### src/logic/valve_io_defs.vh
`ifndef VALVE_IO_DEFS_VH
`define VALVE_IO_DEFS_VH

// Mask register selectors on the internal register port
`define SEL_SERVICE_MASK_ONE 2'h0
`define SEL_SERVICE_MASK_TWO 2'h1
`define SEL_DRIVER_MASK_ONE 2'h2
`define SEL_DRIVER_MASK_TWO 2'h3

// Bits that own a mask; other positions are not maskable and are ignored
`define SERVICE_ONE_MASKABLE 16'hC5DF
`define SERVICE_TWO_MASKABLE 16'h801F
`define DRIVER_ONE_MASKABLE 16'hF07F
`define DRIVER_TWO_MASKABLE 16'h001F

// Mask bit that hides the enable-low condition
`define ENABLE_MASK_BIT 0

`define MASK_RESET_VALUE 16'h0000

// Timing, in nanoseconds
`define CLK_PERIOD_NS 20
`define SW_DEGLITCH_MIN_NS 3000
`define HW_DEGLITCH_MIN_NS 1200
// Pins other than channel inputs settle after one stable cycle
`define PIN_SETTLE_CYCLES 8'h01

`endif

### src/logic/fault_mask_merge.v
`timescale 1ns/1ns
`include "valve_io_defs.vh"
// Combines fault sources through the four mask registers, with the unmaskable faults added unmasked
module fault_mask_merge (
  input wire [15:0] i_service_one, // Service faults, mask one layout
  input wire [15:0] i_service_two, // Service faults, mask two layout
  input wire [15:0] i_driver_one, // Driver faults, mask one layout
  input wire [15:0] i_driver_two, // Driver faults, mask two layout
  input wire [15:0] i_mask_s1, // service_fault_mask_one
  input wire [15:0] i_mask_s2, // service_fault_mask_two
  input wire [15:0] i_mask_d1, // driver_fault_mask_one
  input wire [15:0] i_mask_d2, // driver_fault_mask_two
  input wire i_enable_low, // Enable pin is low
  input wire [7:0] i_unmaskable, // Faults with no mask bit
  output wire o_any_fault // Some unmasked fault active
);

  wire s1_hit;
  wire s2_hit;
  wire d1_hit;
  wire d2_hit;
  wire en_hit;

  assign s1_hit = |(i_service_one & ~i_mask_s1 & `SERVICE_ONE_MASKABLE);
  assign s2_hit = |(i_service_two & ~i_mask_s2 & `SERVICE_TWO_MASKABLE);
  assign d1_hit = |(i_driver_one & ~i_mask_d1 & `DRIVER_ONE_MASKABLE);
  assign d2_hit = |(i_driver_two & ~i_mask_d2 & `DRIVER_TWO_MASKABLE);
  assign en_hit = i_enable_low & ~i_mask_s2[`ENABLE_MASK_BIT];
  assign o_any_fault = s1_hit | s2_hit | d1_hit | d2_hit | en_hit | (|i_unmaskable);

endmodule

### src/logic/pin_deglitch.v
`timescale 1ns/1ns
// Two-flop synchroniser followed by a stability filter
module pin_deglitch #(
  parameter CW = 8,
  parameter RESET_LEVEL = 1'b0
) (
  input wire i_core_clk, // Core clock
  input wire i_reset, // Synchronous reset, active high
  input wire i_pin, // Asynchronous pin level
  input wire [CW-1:0] i_stable_cycles, // Cycles the level must hold
  output reg o_level // Filtered level
);

  reg sync1_q;
  reg sync2_q;
  reg [CW-1:0] cnt_q;

  always @(posedge i_core_clk)
  begin
    if (i_reset)
    begin
      sync1_q <= RESET_LEVEL;
      sync2_q <= RESET_LEVEL;
      cnt_q <= {CW{1'b0}};
      o_level <= RESET_LEVEL;
    end
    else
    begin
      sync1_q <= i_pin;
      sync2_q <= sync1_q;
      if (sync2_q == o_level)
        cnt_q <= {CW{1'b0}};
      else if (cnt_q >= i_stable_cycles - {{(CW-1){1'b0}}, 1'b1})
      begin
        o_level <= sync2_q;
        cnt_q <= {CW{1'b0}};
      end
      else
        cnt_q <= cnt_q + {{(CW-1){1'b0}}, 1'b1};
    end
  end

endmodule

### src/logic/valve_driver_io_fault_control.v
`timescale 1ns/1ns
`include "valve_io_defs.vh"
module valve_driver_io_fault_control #(
  parameter CHANNELS = 4,
  parameter CW = 8
) (
  input wire i_core_clk, // Core clock, 50 MHz
  input wire i_reset, // Synchronous power-on reset, active high
  input wire i_device_reset_input_low, // Reset pin, active low, asynchronous
  input wire i_output_stage_enable_pin, // Output stage enable pin, asynchronous
  input wire [CHANNELS-1:0] i_channel_control_input, // Channel pins, asynchronous
  input wire [CHANNELS-1:0] i_channel_config_enable, // Channel configured active
  input wire [CHANNELS-1:0] i_software_mode, // 1 software mode, 0 hardware mode
  input wire [CHANNELS-1:0] i_high_side_config, // 1 high side, 0 low side
  input wire [CHANNELS-1:0] i_loop_drive_phase, // Current loop asks drive phase
  input wire i_failsafe_config, // Fail-safe pre-driver request
  input wire i_mask_wr, // Mask register write strobe
  input wire [1:0] i_mask_sel, // Mask register select
  input wire [15:0] i_mask_wdata, // Mask register write data
  input wire [15:0] i_service_one_faults, // Service faults, mask one layout
  input wire [15:0] i_service_two_faults, // Service faults, mask two layout
  input wire [15:0] i_driver_one_faults, // Driver faults, mask one layout
  input wire [15:0] i_driver_two_faults, // Driver faults, mask two layout
  input wire [7:0] i_unmaskable_faults, // Faults with no mask bit
  output reg [15:0] o_mask_rdata, // Selected mask register
  output reg o_reset_echo, // Reset pin level for serial frames
  output reg o_enable_echo, // Filtered enable pin level
  output reg [CHANNELS-1:0] o_regulation_enable, // Hardware loop enable
  output reg [CHANNELS-1:0] o_high_side_on, // High-side transistor gate on
  output reg [CHANNELS-1:0] o_low_side_on, // Low-side transistor gate on
  output reg o_failsafe_enable, // Fail-safe pre-driver enable
  output reg o_fault_flag_output_low, // Fault pin output value
  output reg o_fault_flag_oe // Fault pin pull-down enable
);

  // Minimum filter widths rounded up to whole core cycles
  localparam integer SW_CYCLES_FULL =
    (`SW_DEGLITCH_MIN_NS + `CLK_PERIOD_NS - 1) / `CLK_PERIOD_NS;
  localparam integer HW_CYCLES_FULL =
    (`HW_DEGLITCH_MIN_NS + `CLK_PERIOD_NS - 1) / `CLK_PERIOD_NS;
  localparam [CW-1:0] SW_DEGLITCH_CYCLES = SW_CYCLES_FULL[CW-1:0];
  localparam [CW-1:0] HW_DEGLITCH_CYCLES = HW_CYCLES_FULL[CW-1:0];

  wire reset_pin_level;
  wire enable_level;
  wire [CHANNELS-1:0] ch_level;
  wire any_fault;
  wire device_reset;

  reg [15:0] mask_s1_q;
  reg [15:0] mask_s2_q;
  reg [15:0] mask_d1_q;
  reg [15:0] mask_d2_q;
  reg [15:0] mask_rdata_d;
  reg [CHANNELS-1:0] reg_en_d;
  reg [CHANNELS-1:0] hs_on_d;
  reg [CHANNELS-1:0] ls_on_d;
  reg driving;
  integer k;

  pin_deglitch #(
    .CW(CW),
    .RESET_LEVEL(1'b0)
  ) u_reset_pin (
    .i_core_clk(i_core_clk),
    .i_reset(i_reset),
    .i_pin(i_device_reset_input_low),
    .i_stable_cycles(`PIN_SETTLE_CYCLES),
    .o_level(reset_pin_level)
  );

  assign device_reset = i_reset | ~reset_pin_level;

  pin_deglitch #(
    .CW(CW),
    .RESET_LEVEL(1'b0)
  ) u_enable_pin (
    .i_core_clk(i_core_clk),
    .i_reset(device_reset),
    .i_pin(i_output_stage_enable_pin),
    .i_stable_cycles(`PIN_SETTLE_CYCLES),
    .o_level(enable_level)
  );

  genvar g;
  generate
    for (g = 0; g < CHANNELS; g = g + 1)
    begin : gen_ch
      pin_deglitch #(
        .CW(CW),
        .RESET_LEVEL(1'b0)
      ) u_ch_pin (
        .i_core_clk(i_core_clk),
        .i_reset(device_reset),
        .i_pin(i_channel_control_input[g]),
        .i_stable_cycles(i_software_mode[g] ? SW_DEGLITCH_CYCLES : HW_DEGLITCH_CYCLES),
        .o_level(ch_level[g])
      );
    end
  endgenerate

  fault_mask_merge u_merge (
    .i_service_one(i_service_one_faults),
    .i_service_two(i_service_two_faults),
    .i_driver_one(i_driver_one_faults),
    .i_driver_two(i_driver_two_faults),
    .i_mask_s1(mask_s1_q),
    .i_mask_s2(mask_s2_q),
    .i_mask_d1(mask_d1_q),
    .i_mask_d2(mask_d2_q),
    .i_enable_low(~enable_level),
    .i_unmaskable(i_unmaskable_faults),
    .o_any_fault(any_fault)
  );

  // masks return to defaults in reset
  always @(posedge i_core_clk)
  begin
    if (device_reset)
    begin
      mask_s1_q <= `MASK_RESET_VALUE;
      mask_s2_q <= `MASK_RESET_VALUE;
      mask_d1_q <= `MASK_RESET_VALUE;
      mask_d2_q <= `MASK_RESET_VALUE;
    end
    else if (i_mask_wr)
    begin
      case (i_mask_sel)
        `SEL_SERVICE_MASK_ONE: mask_s1_q <= i_mask_wdata;
        `SEL_SERVICE_MASK_TWO: mask_s2_q <= i_mask_wdata;
        `SEL_DRIVER_MASK_ONE: mask_d1_q <= i_mask_wdata;
        `SEL_DRIVER_MASK_TWO: mask_d2_q <= i_mask_wdata;
        default: mask_s1_q <= mask_s1_q;
      endcase
    end
  end

  always @*
  begin
    case (i_mask_sel)
      `SEL_SERVICE_MASK_ONE: mask_rdata_d = mask_s1_q;
      `SEL_SERVICE_MASK_TWO: mask_rdata_d = mask_s2_q;
      `SEL_DRIVER_MASK_ONE: mask_rdata_d = mask_d1_q;
      `SEL_DRIVER_MASK_TWO: mask_rdata_d = mask_d2_q;
      default: mask_rdata_d = `MASK_RESET_VALUE;
    endcase
  end

  // Per-channel transistor selection
  always @*
  begin
    reg_en_d = {CHANNELS{1'b0}};
    hs_on_d = {CHANNELS{1'b0}};
    ls_on_d = {CHANNELS{1'b0}};
    driving = 1'b0;
    for (k = 0; k < CHANNELS; k = k + 1)
    begin
      driving = 1'b0;
      if (enable_level && i_channel_config_enable[k])
      begin
        if (i_software_mode[k])
        begin
          driving = ch_level[k];
          hs_on_d[k] = i_high_side_config[k] ? driving : ~driving;
          ls_on_d[k] = i_high_side_config[k] ? ~driving : driving;
        end
        else
        begin
          reg_en_d[k] = ~ch_level[k];
          driving = i_loop_drive_phase[k];
          hs_on_d[k] = reg_en_d[k] & (i_high_side_config[k] ? driving : ~driving);
          ls_on_d[k] = reg_en_d[k] & (i_high_side_config[k] ? ~driving : driving);
        end
      end
    end
  end

  always @(posedge i_core_clk)
  begin
    if (device_reset)
    begin
      o_regulation_enable <= {CHANNELS{1'b0}};
      o_high_side_on <= {CHANNELS{1'b0}};
      o_low_side_on <= {CHANNELS{1'b0}};
      o_failsafe_enable <= 1'b0;
      o_fault_flag_oe <= 1'b1;
      o_enable_echo <= 1'b0;
      o_mask_rdata <= `MASK_RESET_VALUE;
    end
    else
    begin
      o_regulation_enable <= reg_en_d;
      o_high_side_on <= hs_on_d;
      o_low_side_on <= ls_on_d;
      o_failsafe_enable <= enable_level & i_failsafe_config;
      o_fault_flag_oe <= any_fault;
      o_enable_echo <= enable_level;
      o_mask_rdata <= mask_rdata_d;
    end
  end

  always @(posedge i_core_clk)
  begin
    o_fault_flag_output_low <= 1'b0;
  end

  always @(posedge i_core_clk)
  begin
    if (i_reset)
      o_reset_echo <= 1'b0;
    else
      o_reset_echo <= reset_pin_level;
  end

endmodule

### config.mk
export PLATFORM = sky130hd
export DESIGN_NAME = valve_driver_io_fault_control
export DESIGN_NICKNAME = d
export VERILOG_FILES = /design/src/logic/fault_mask_merge.v /design/src/logic/pin_deglitch.v /design/src/logic/valve_driver_io_fault_control.v
export VERILOG_INCLUDE_DIRS = /design/src /design/src/logic
export SDC_FILE = /design/constraint.sdc
export NUM_CORES = 1
export LEC_CHECK = 0
export BUFFER_PORTS_ARGS = -buffer_cell sky130_fd_sc_hd__clkbuf_2
export CAP_MARGIN = 20
export CORE_MARGIN = 8
export CORE_UTILIZATION = 45
export DETAILED_ROUTE_END_ITERATION = 6
export GPL_TIMING_DRIVEN = 0
export HOLD_SLACK_MARGIN = 0.12
export PLACE_DENSITY = 0.77
export RECOVER_POWER = 100
export SLEW_MARGIN = 5
export SYNTH_ARGS = -nofsm -noshare
export SYNTH_HDL_FRONTEND = slang
export SYNTH_SLANG_ARGS = --single-unit
### constraint.sdc
create_clock -name i_core_clk -period 4.27 [get_ports i_core_clk]
set_clock_uncertainty 0.15 [all_clocks]
set_input_delay 0.854 -clock i_core_clk [delete_from_list [all_inputs] [get_ports i_core_clk]]
set_output_delay 0.854 -clock i_core_clk [all_outputs]
set_load 0.05 [all_outputs]
==> impl_metrics.toml, run 1 <==
[pwr]
leakage_uw = 0.003123
ir_drop_uv = 278.8
power_density_nw_per_um2 = 420.6

[logic_synthesis]
yosysTopAreaCellShare_pct = 46.07
synth_warnings = 0
ys_seq_area_share_pct = 46.07
synth_enable_flop_cells = 0
synth_common_cells = "148 x nand2_1, 146 x dfxtp_1, 70 x a21oi_1"
synth-seq-cells = 146
yosys-top-cells-area = "dfxtp_1 46%, nand2_1 8.8%, a21oi_1 5.5%, ha_1 4.7%, xor2_1 3.3%"
ys.flop_type = "dfxtp_1"
avgSynthCellArea_sq_um = 9.141
ys_types = 47
synthMostInstantiatedCell = "nand2_1"
synth_area_leader_cell = "dfxtp_1"
synth_nets = 834
netlist_instances = 694
async_reset_ff_share_pct = 0
syn_area_sq_um = 6344

[sta]
finalHoldViolations = 0
period_share_pct = 69.53
fin_tns_setup_ns = 0
worstMarginPinSlew_ns = 0.9239
setup_viol = 0
whs_ns = 0.2728
slew_headroom_pct = 38.27
rsz0062_at_grt = "no"
period_needed_ns = 2.969
drv_slew = 0
fmax_mhz = 336.8

[min_path]
hold_path.class = "reg -> reg"

[place]
place_congestion = 0.8637
io_buffers = 116
post-dp-hpwl_um = 11650
post_dp_cell_area_sq_um = 7149

[global_routing]
grt_pass1_wl_um = 25980
grt_max_degree = 17
grt_use_total_pct = 18.30
overflow = 0
antenna_found_initial = 0
first_global_vias = 5126

[clocking]
clk_latency_ns = 0.43
cts_num_sinks = 146
cts_resized = 0
clk_pin_slew_ns = 0.06
cts_tree = "done"
postCtsSetupBuffers = 0
h-tree-depth = 4
clockBufferDepth = 2
cts_buffers = 17
hold_buffers = 0
ctsRootBufferMaster = "clkbuf_16"

[final_layout]
design_area_sq_um = 7716
diodes = 0
fill_cells = 1250
fin_nets = 969
layout-drive-gt1-share_pct = 16.63
syn2layout_area_growth_pct = 21.64

[drt]
dr.first_iter.drc_count = 332
ant_nets = 0
wirelength_um = 16460
dr.pass1.iters = 4
viasPerCell = 5.104
avgRoutedWirePerCell_um = 16.10
via_count = 5216
post-route-drc-count = 0

[floorplan]
core-area_sq_um = 13830
start_util_pct = 45.88
die-area_sq_um = 18150
die-width_um = 134.7
core.rowCount = 43
pin_count = 149
die_height_um = 134.7

[critical_path]
crit_type = "in -> reg"
critPathRequiredTime_ns = 4.48
cp.arrival_ns = 3.18
cp_max_fo = 10
worstSetupStartpointType = "input pin"
worst_setup_path_end_kind = "flip-flop"

[outcome]
status = "complete, no violations"

[flow_run]
max_cap_viol_count = 0
-- worst max-delay path, stage by stage --
cell and delay [ns]:
clkbuf_1 0.12, clkbuf_1 0.37, buf_12 0.29, nor3b_1 0.75, clkbuf_1 0.52, nand2_1 0.14
a21oi_2 0.13
-- routing by layer --
layer | vias to the layer above | GRT usage, % | part of all wire (%)
met4 | 0 | 8.359 | 1.9
li1 | 2618 | - | -
met2 | 188 | 30.44 | 48
met3 | 21 | 5.163 | 7.5
met5 | - | 0 | 0
met1 | 2389 | 21.41 | 43
-- report_power, final --
part | switching (uW) | internal [uW] | total [uW]
Combinational | 88.4 | 65.2 | 154
Sequential | 1.14 | 1370 | 1370
Clock | 592 | 1130 | 1730
Total | 682 | 2560 | 3250
-- cells in the final DEF (no fill, tap or decap), drive strengths merged --
cell        n
clkbuf    161
nand2     148
dfxtp     146
a21oi      72
nor2       42
inv        32
and2       28
xor2       24
ha         24
nand3      19
nand2b     17
mux4       16
and3        9
buf         9
xnor2       8
nor3        7
nor2b       7
o22ai       7
a211oi      7
nand4       6
bufinv      6
o21a        5
and4b       4
nand4b      4
a21o        4
mux2        4
nor4        4
o2111ai     4
mux2i       4
o22a        3
or2         2
nor3b       1
or3b        1
nand3b      1
o21ai       1
o221ai      1
and4        1
conb        1
clkinvlp    1
clkinv      1
-- final timing paths --
check	from	endpoint	slack (ns)	cells past startpoint
setup / recovery	i_mask_sel[0]	mask_s1_q[15]	1.30	7
hold / removal	gen_ch[3].u_ch_pin.sync1_q	gen_ch[3].u_ch_pin.sync2_q	0.27	1
setup reg to reg	u_reset_pin.o_level	o_fault_flag_oe	2.22	6
hold reg to reg	gen_ch[3].u_ch_pin.sync1_q	gen_ch[3].u_ch_pin.sync2_q	0.27	1
-- registers in the layout, summed over array words and instances (netlist names) --
name / flops
o_enable_echo: 1
mask_s1_q: 16
gen_ch.u_ch_pin.sync1_q: 4
u_reset_pin.o_level: 1
gen_ch.u_ch_pin.sync2_q: 4
u_reset_pin.sync1_q: 1
u_reset_pin.sync2_q: 1
mask_d1_q: 16
u_enable_pin.sync1_q: 1
o_failsafe_enable: 1
mask_d2_q: 16
gen_ch.u_ch_pin.cnt_q: 32
mask_s2_q: 16
o_mask_rdata: 16
gen_ch.u_ch_pin.o_level: 4
o_fault_flag_oe: 1
o_low_side_on: 4
o_reset_echo: 1
u_enable_pin.sync2_q: 1
o_regulation_enable: 4
o_high_side_on: 4
u_enable_pin.o_level: 1
-- per-stage QoR --
step | setup WS, ns | std cells | total power, uW | utilization, %
after floorplan | 2.074 | 694 | 1475 | -
after global placement | 1.635 | 990 | 1550 | 51.71
after detailed placement | 1.623 | 990 | 1552 | 51.71
after CTS | 2.077 | 1022 | 3269 | 56.65
after global routing | 1.124 | 1022 | 3333 | 55.80
final | 1.301 | 1022 | 3245 | 55.80
-- kinds of logic (layout without fill, tap and decap cells) --
logic type                 count (synthesis)  in the layout  synth area share, %
DFF                                      146            146                46.07
adders and majority gates                 24             24                4.734
AOI/OAI and AO/OA                        104            104                9.803
xor gates and xnor gates                  32             32                4.418
buffers and inverters                     62            210                4.595
muxes                                     24             24                7.436
and+or+nand+nor                          301            301                22.88
other                                      1              1              0.05911
-- area by class of cell --
cell class	count	area [sq um]	share of cell area, %
Multi-Input combinational cell	486	3080	39.92
Sequential cell	146	2923	37.88
Clock inverter	11	222.7	2.886
Timing Repair Buffer	116	535.5	6.940
Clock buffer	21	460.4	5.967
Buffer	33	160.2	2.076
Tap cell	180	225.2	2.919
Inverter	29	108.9	1.411
No activity file was read; power rests on OpenSTA's default activity.
==> run 2: changes to the inputs <==
--- a/config.mk
+++ b/config.mk
@@ -6,6 +6,7 @@
 export SDC_FILE = /design/constraint.sdc
 export NUM_CORES = 1
 export LEC_CHECK = 0
+export ABC_AREA = 1
 export BUFFER_PORTS_ARGS = -buffer_cell sky130_fd_sc_hd__clkbuf_2
 export CAP_MARGIN = 20
 export CORE_MARGIN = 8
==> constraint.sdc (replaced) <==
create_clock -name i_core_clk -period 3.09 [get_ports i_core_clk]
set_clock_uncertainty 0.15 [all_clocks]
set_input_delay 0.618 -clock i_core_clk [delete_from_list [all_inputs] [get_ports i_core_clk]]
set_output_delay 0.618 -clock i_core_clk [all_outputs]
set_load 0.05 [all_outputs]
==> impl_metrics.toml, run 2 <==
[logic_synthesis]
synth_nets = 970
synth_warnings = 0
netlist_instances = 830
syn_area_sq_um = 6350
yosys-top-cells-area = "dfxtp_1 46%, nand2_1 9.0%, nor2_1 6.3%, o21ai_0 6.0%, inv_1 5.3%"
async_reset_ff_share_pct = 0
synth-seq-cells = 146
synth_area_leader_cell = "dfxtp_1"
avgSynthCellArea_sq_um = 7.650
synthMostInstantiatedCell = "nand2_1"
ys_seq_area_share_pct = 46.03
ys.flop_type = "dfxtp_1"
yosysTopAreaCellShare_pct = 46.03
synth_enable_flop_cells = 0
ys_types = 30
synth_common_cells = "152 x nand2_1, 146 x dfxtp_1, 107 x nor2_1"

[final_layout]
final_util_pct = 55.33
final_cell_mix = "152 x nand2_1, 146 x dfxtp_1, 109 x nor2_1"
layout-drive-gt1-share_pct = 14.02
largest_reg_flops = 32
syn2layout_area_growth_pct = 20.47
layout_commonest_cell = "nand2_1"
diodes = 0
fin_nets = 1105
largest-register = "gen_ch.u_ch_pin.cnt_q"

[pwr]
p_int_uw = 3188
switching_power_uw = 909.1
clkPwrFrac_pct = 47.8
pwr-share-seq_pct = 46.2
swShare_pct = 22.19
leakage_uw = 0.003088
power_density_nw_per_um2 = 535.6
ir_drop_uv = 502.4
fin_total_pwr_uw = 4097
p_comb_share_pct = 6.0

[drt]
avgRoutedWirePerCell_um = 15.16
viasPerCell = 5.107
via_count = 5909
ant_nets = 0
dr.pass1.iters = 5
dr.first_iter.drc_count = 477
wirelength_um = 17540
post-route-drc-count = 0

[critical_path]
worst_setup_path_end_kind = "flip-flop"
path_delay_family = "simple AND/OR/NAND/NOR gates"
worstSetupStartpointType = "flip-flop"
r2r-start = "u_reset_pin.o_level"
ff2ff_setup_slack_ns = 0.79
critPathRequiredTime_ns = 3.28
cp_num_buf_inv = 2
reg2reg_to = "gen_ch[1].u_ch_pin.cnt_q[5]"
cp.arrival_ns = 2.49
crit_slowest_cell = "nor2_1"
cp_common_cell = "nor2_1"
cp_max_fo = 10
crit_type = "reg -> reg"
path_cells = "inv_1 > nor2_1 > clkbuf_1 > nand4_1 > nor2_1"
ff2ff_path_depth = 5
critPathMaxStageDelay_ns = 0.64

[global_routing]
grt_use_total_pct = 19.38
grt_max_degree = 17
first_global_vias = 5777
overflow = 0
antenna_found_initial = 0
grt_pass1_wl_um = 27830

[min_path]
hold_path.class = "in -> reg"
worstHoldStart = "i_device_reset_input_low"
min_path_cells = 3
hold_end = "u_reset_pin.sync1_q"

[place]
io_buffers = 116
place_congestion = 0.8984
post-dp-hpwl_um = 12600

[floorplan]
pin_count = 149
start_util_pct = 45.92
die-width_um = 134.8
core.rowCount = 43
core-area_sq_um = 13830
die-area_sq_um = 18170
die_height_um = 134.8

[clocking]
clk_latency_ns = 0.42
cts_num_sinks = 146
h-tree-depth = 4
cts_buffers = 17
hold_buffers = 0
clockBufferDepth = 2
clk_pin_slew_ns = 0.06
postCtsSetupBuffers = 0
cts_resized = 0
cts_tree = "done"
ctsRootBufferMaster = "clkbuf_16"

[outcome]
status = "complete, no violations"

[sta]
rsz0062_at_grt = "no"
slew_headroom_pct = 43.23
setup_viol = 0
period_needed_ns = 2.299
fin_tns_setup_ns = 0
drv_slew = 0
period_share_pct = 74.40
fmax_mhz = 435.0
finalHoldViolations = 0
worstMarginPinSlew_ns = 0.8485

[flow_run]
max_cap_viol_count = 0
-- run 2: cell types whose count changed in the layout (fill, tap and decap cells not counted), moves of 15 or more --
cell      delta
o21ai_0     +82
nor2_1      +67
inv_1       +61
nand3_1     +31
and2_1      -21
nand2b_1    -17
a31oi_1     +15
-- run 2: per-stage QoR --
step	area [sq um]	cells	hold WS, ns	setup slack, ns
2_1_floorplan	6350	830	0.2383	1.307
3_3_place_gp	7156	1126	0.2399	0.8855
3_5_place_dp	7156	1126	0.2514	0.7969
4_1_cts	7716	1157	0.2297	1.240
5_1_grt	7650	1157	0.2495	0.5599
6_report	7650	1157	0.2462	0.7911
-- run 2: cell type report --
class	count	area, sq um
fillers	1297	6177
flip-flops and latches	146	2923
multi-input cells	559	2836
repair buffers	116	539.3
clock buffers	27	513.0
inverters	94	355.3
well taps	180	225.2
plain buffers	31	210.2
clock inverters	4	47.55
-- run 2: logic make-up after synthesis --
group / after synthesis / share of synthesized area, %
and+or+nand+nor: 338 / 22.56
xor gates and xnor gates: 31 / 4.276
other: 1 / 0.05906
buffers and inverters: 125 / 8.965
DFF: 146 / 46.03
adders and majority gates: 24 / 4.729
AOI/OAI and AO/OA: 165 / 13.38
-- run 2: worst max-delay path by stage --
stage | cells after the start | end | start | slack, ns
global route | 5 | gen_ch[1].u_ch_pin.cnt_q[5] | u_reset_pin.o_level | 0.56
CTS | 1 | o_mask_rdata[15] | o_mask_rdata[15] | 1.24
finish | 5 | gen_ch[1].u_ch_pin.cnt_q[5] | u_reset_pin.o_level | 0.79
detailed placement | 7 | gen_ch[0].u_ch_pin.cnt_q[4] | i_software_mode[0] | 0.80
floorplan | 6 | gen_ch[0].u_ch_pin.cnt_q[0] | i_software_mode[0] | 1.31
global placement | 7 | gen_ch[0].u_ch_pin.cnt_q[7] | i_software_mode[0] | 0.89
-- run 2: power by group through the flow --
stage	Clock, uW	Combinational, uW	Sequential, uW
finish	1960	246	1890
global route	2080	268	1890
CTS	1990	245	1890
detailed placement	0	243	1930
global placement	0	239	1930
floorplan	0	120	1940
-- run 2: worst reg2reg max path: cells and delay by family (launching register included) --
family,cells,cell delay [ns]
simple gates,3,1.22
buf+inv,2,0.55
flops,1,0.31
-- run 2: per-layer routing --
layer  vias up  part of all wire [%]  wire length, um  GRT usage (%)
met5         -                     0                0              0
met4         0                   2.7              471          8.921
met2       244                    45             7871          31.13
li1       2944                     -                -              -
met3        41                   8.8             1542          6.055
met1      2680                    44             7649          23.16
==> run 3: changes to the inputs <==
--- a/config.mk
+++ b/config.mk
@@ -14,7 +14,7 @@
 export DETAILED_ROUTE_END_ITERATION = 6
 export GPL_TIMING_DRIVEN = 0
 export HOLD_SLACK_MARGIN = 0.12
-export PLACE_DENSITY = 0.77
+export PLACE_DENSITY = 0.79
 export RECOVER_POWER = 100
 export SLEW_MARGIN = 5
 export SYNTH_ARGS = -nofsm -noshare
==> constraint.sdc (replaced) <==
create_clock -name i_core_clk -period 1.9 [get_ports i_core_clk]
set_clock_uncertainty 0.15 [all_clocks]
set_input_delay 0.38 -clock i_core_clk [delete_from_list [all_inputs] [get_ports i_core_clk]]
set_output_delay 0.38 -clock i_core_clk [all_outputs]
set_load 0.05 [all_outputs]
==> impl_metrics.toml, run 3 (synthesis gave the netlist of run 2 again) <==
[outcome]
status = "complete, no violations"

[floorplan]
start_util_pct = 45.92
pin_count = 149
die-area_sq_um = 18170
core.rowCount = 43
die_height_um = 134.8
core-area_sq_um = 13830
die-width_um = 134.8

[sta]
worstMarginPinSlew_ns = 0.6306
period_share_pct = 93.83
fmax_mhz = 560.9
slew_headroom_pct = 58.14
period_needed_ns = 1.783
finalHoldViolations = 0
fin_tns_setup_ns = 0
rsz0062_at_grt = "no"
drv_slew = 0
setup_viol = 0

[drt]
ant_nets = 0
via_count = 6104
dr.first_iter.drc_count = 604
dr.pass1.iters = 5
post-route-drc-count = 0
viasPerCell = 5.129
wirelength_um = 17960
avgRoutedWirePerCell_um = 15.09

[final_layout]
multi_input_area_sq_um = 2849
syn2layout_area_growth_pct = 26.15
diodes = 0
final_util_pct = 57.93
finalNonFillerCells = 1190
final_cell_mix = "152 x nand2_1, 146 x dfxtp_1, 108 x nor2_1"
fin_nets = 1137
largest-register = "gen_ch.u_ch_pin.cnt_q"
layout_commonest_cell = "nand2_1"
regArea_sq_um = 2923
largest_reg_flops = 32
layout-drive-gt1-share_pct = 14.75
fill_cells = 1250

[place]
post-dp-hpwl_um = 12600
place_congestion = 0.9201
place_inst = 1126
io_buffers = 116

[global_routing]
grt_max_degree = 17
overflow = 0
first_global_vias = 6003
grt_pass1_wl_um = 28810
antenna_found_initial = 1
grt_use_total_pct = 19.84

[critical_path]
ff2ff_path_depth = 6
critPathRequiredTime_ns = 2.05
r2r-start = "u_reset_pin.o_level"
crit_type = "in -> reg"
ff2ff_setup_slack_ns = 0.17
worstSetupStartpointType = "input pin"
reg2reg_to = "o_low_side_on[3]"
cp.arrival_ns = 1.93
worst_setup_path_end_kind = "flip-flop"
cp_max_fo = 1

[clocking]
ctsRootBufferMaster = "clkbuf_16"
cts_buffers = 17
h-tree-depth = 4
clk_pin_slew_ns = 0.06
cts_num_sinks = 146
clk_latency_ns = 0.43
cts_tree = "done"
clockBufferDepth = 2

[min_path]
min_path_cells = 3
hold_path.class = "in -> reg"
hold_end = "mask_d2_q[2]"
worstHoldStart = "i_mask_wdata[2]"

[pwr]
ir_drop_uv = 639.8
leakage_uw = 0.003248
power_density_nw_per_um2 = 854.9

[flow_run]
max_cap_viol_count = 0
run 3: cell types whose count changed in the layout (fill, tap and decap cells not counted), sizes merged:
| cell | previous run | this run |
|---|---|---|
| buf | 18 | 19 |
| inv | 94 | 96 |
| clkbuf | 156 | 148 |
| clkinv | 2 | 6 |
| clkinvlp | 1 | 3 |
| dlygate4sd3 | 0 | 31 |
| bufinv | 1 | 2 |
run 3: routing by layer:
layer	global-route usage [%]	vias up	routed length (um)
li1	-	3011	-
met1	22.92	2779	7443
met2	33.45	267	8411
met3	5.609	45	1554
met4	8.734	2	532
met5	0	-	13
run 3: worst max-delay path by stage:
stage | startpoint | end | slack, ns | depth (start not counted)
after floorplan | i_software_mode[0] | gen_ch[0].u_ch_pin.cnt_q[0] | 0.35 | 6
after global routing | i_unmaskable_faults[4] | o_fault_flag_oe | 0.02 | 7
after CTS | i_unmaskable_faults[4] | o_fault_flag_oe | 0.12 | 7
final | i_unmaskable_faults[4] | o_fault_flag_oe | 0.12 | 7
after global placement | i_software_mode[0] | gen_ch[0].u_ch_pin.cnt_q[5] | -0.08 | 7
after detailed placement | i_software_mode[0] | gen_ch[0].u_ch_pin.cnt_q[3] | -0.12 | 7
run 3: report_power, final:
| group | internal (uW) | switching (uW) |
|---|---|---|
| registers | 3070 | 3.78 |
| clock network | 2000 | 1320 |
| logic | 190 | 265 |
run 3: worst max-delay path, cell delays in order:
cell	delay (ns)
dlygate4sd3_1	0.54
clkbuf_2	0.10
nor2_1	0.07
dlygate4sd3_1	0.55
nand4_1	0.09
nor3_2	0.11
nand3_1	0.09
run 3: timing repair:
item                                    4_1_cts  5_1_grt
endpoints found under the hold margin        41        0
resized for setup                             0        3
hold buffers                                 31        0
buffers inserted                              0        1
endpoints found under the setup margin        0        3
run 3: area by class of cell:
| class | count | share of cell area, % |
|---|---|---|
| Clock inverter | 13 | 1.671 |
| Clock buffer | 19 | 5.654 |
| Inverter | 94 | 4.436 |
| Multi-Input combinational cell | 559 | 35.57 |
| Timing Repair Buffer | 148 | 10.68 |
| Sequential cell | 146 | 36.49 |
| Tap cell | 180 | 2.812 |
| Buffer | 31 | 2.687 |
run 3: per-stage QoR:
stage | setup slack [ns] | area, sq um | total power (uW) | hold slack (ns)
3_3_place_gp | -0.08362 | 7156 | 3530 | 0.2405
3_5_place_dp | -0.1159 | 7156 | 3537 | 0.2496
5_1_grt | 0.02151 | 8010 | 7041 | 0.1267
6_report | 0.1172 | 8010 | 6848 | 0.1372
2_1_floorplan | 0.3546 | 6350 | 3343 | 0.2383
4_1_cts | 0.1182 | 8053 | 6869 | 0.1214
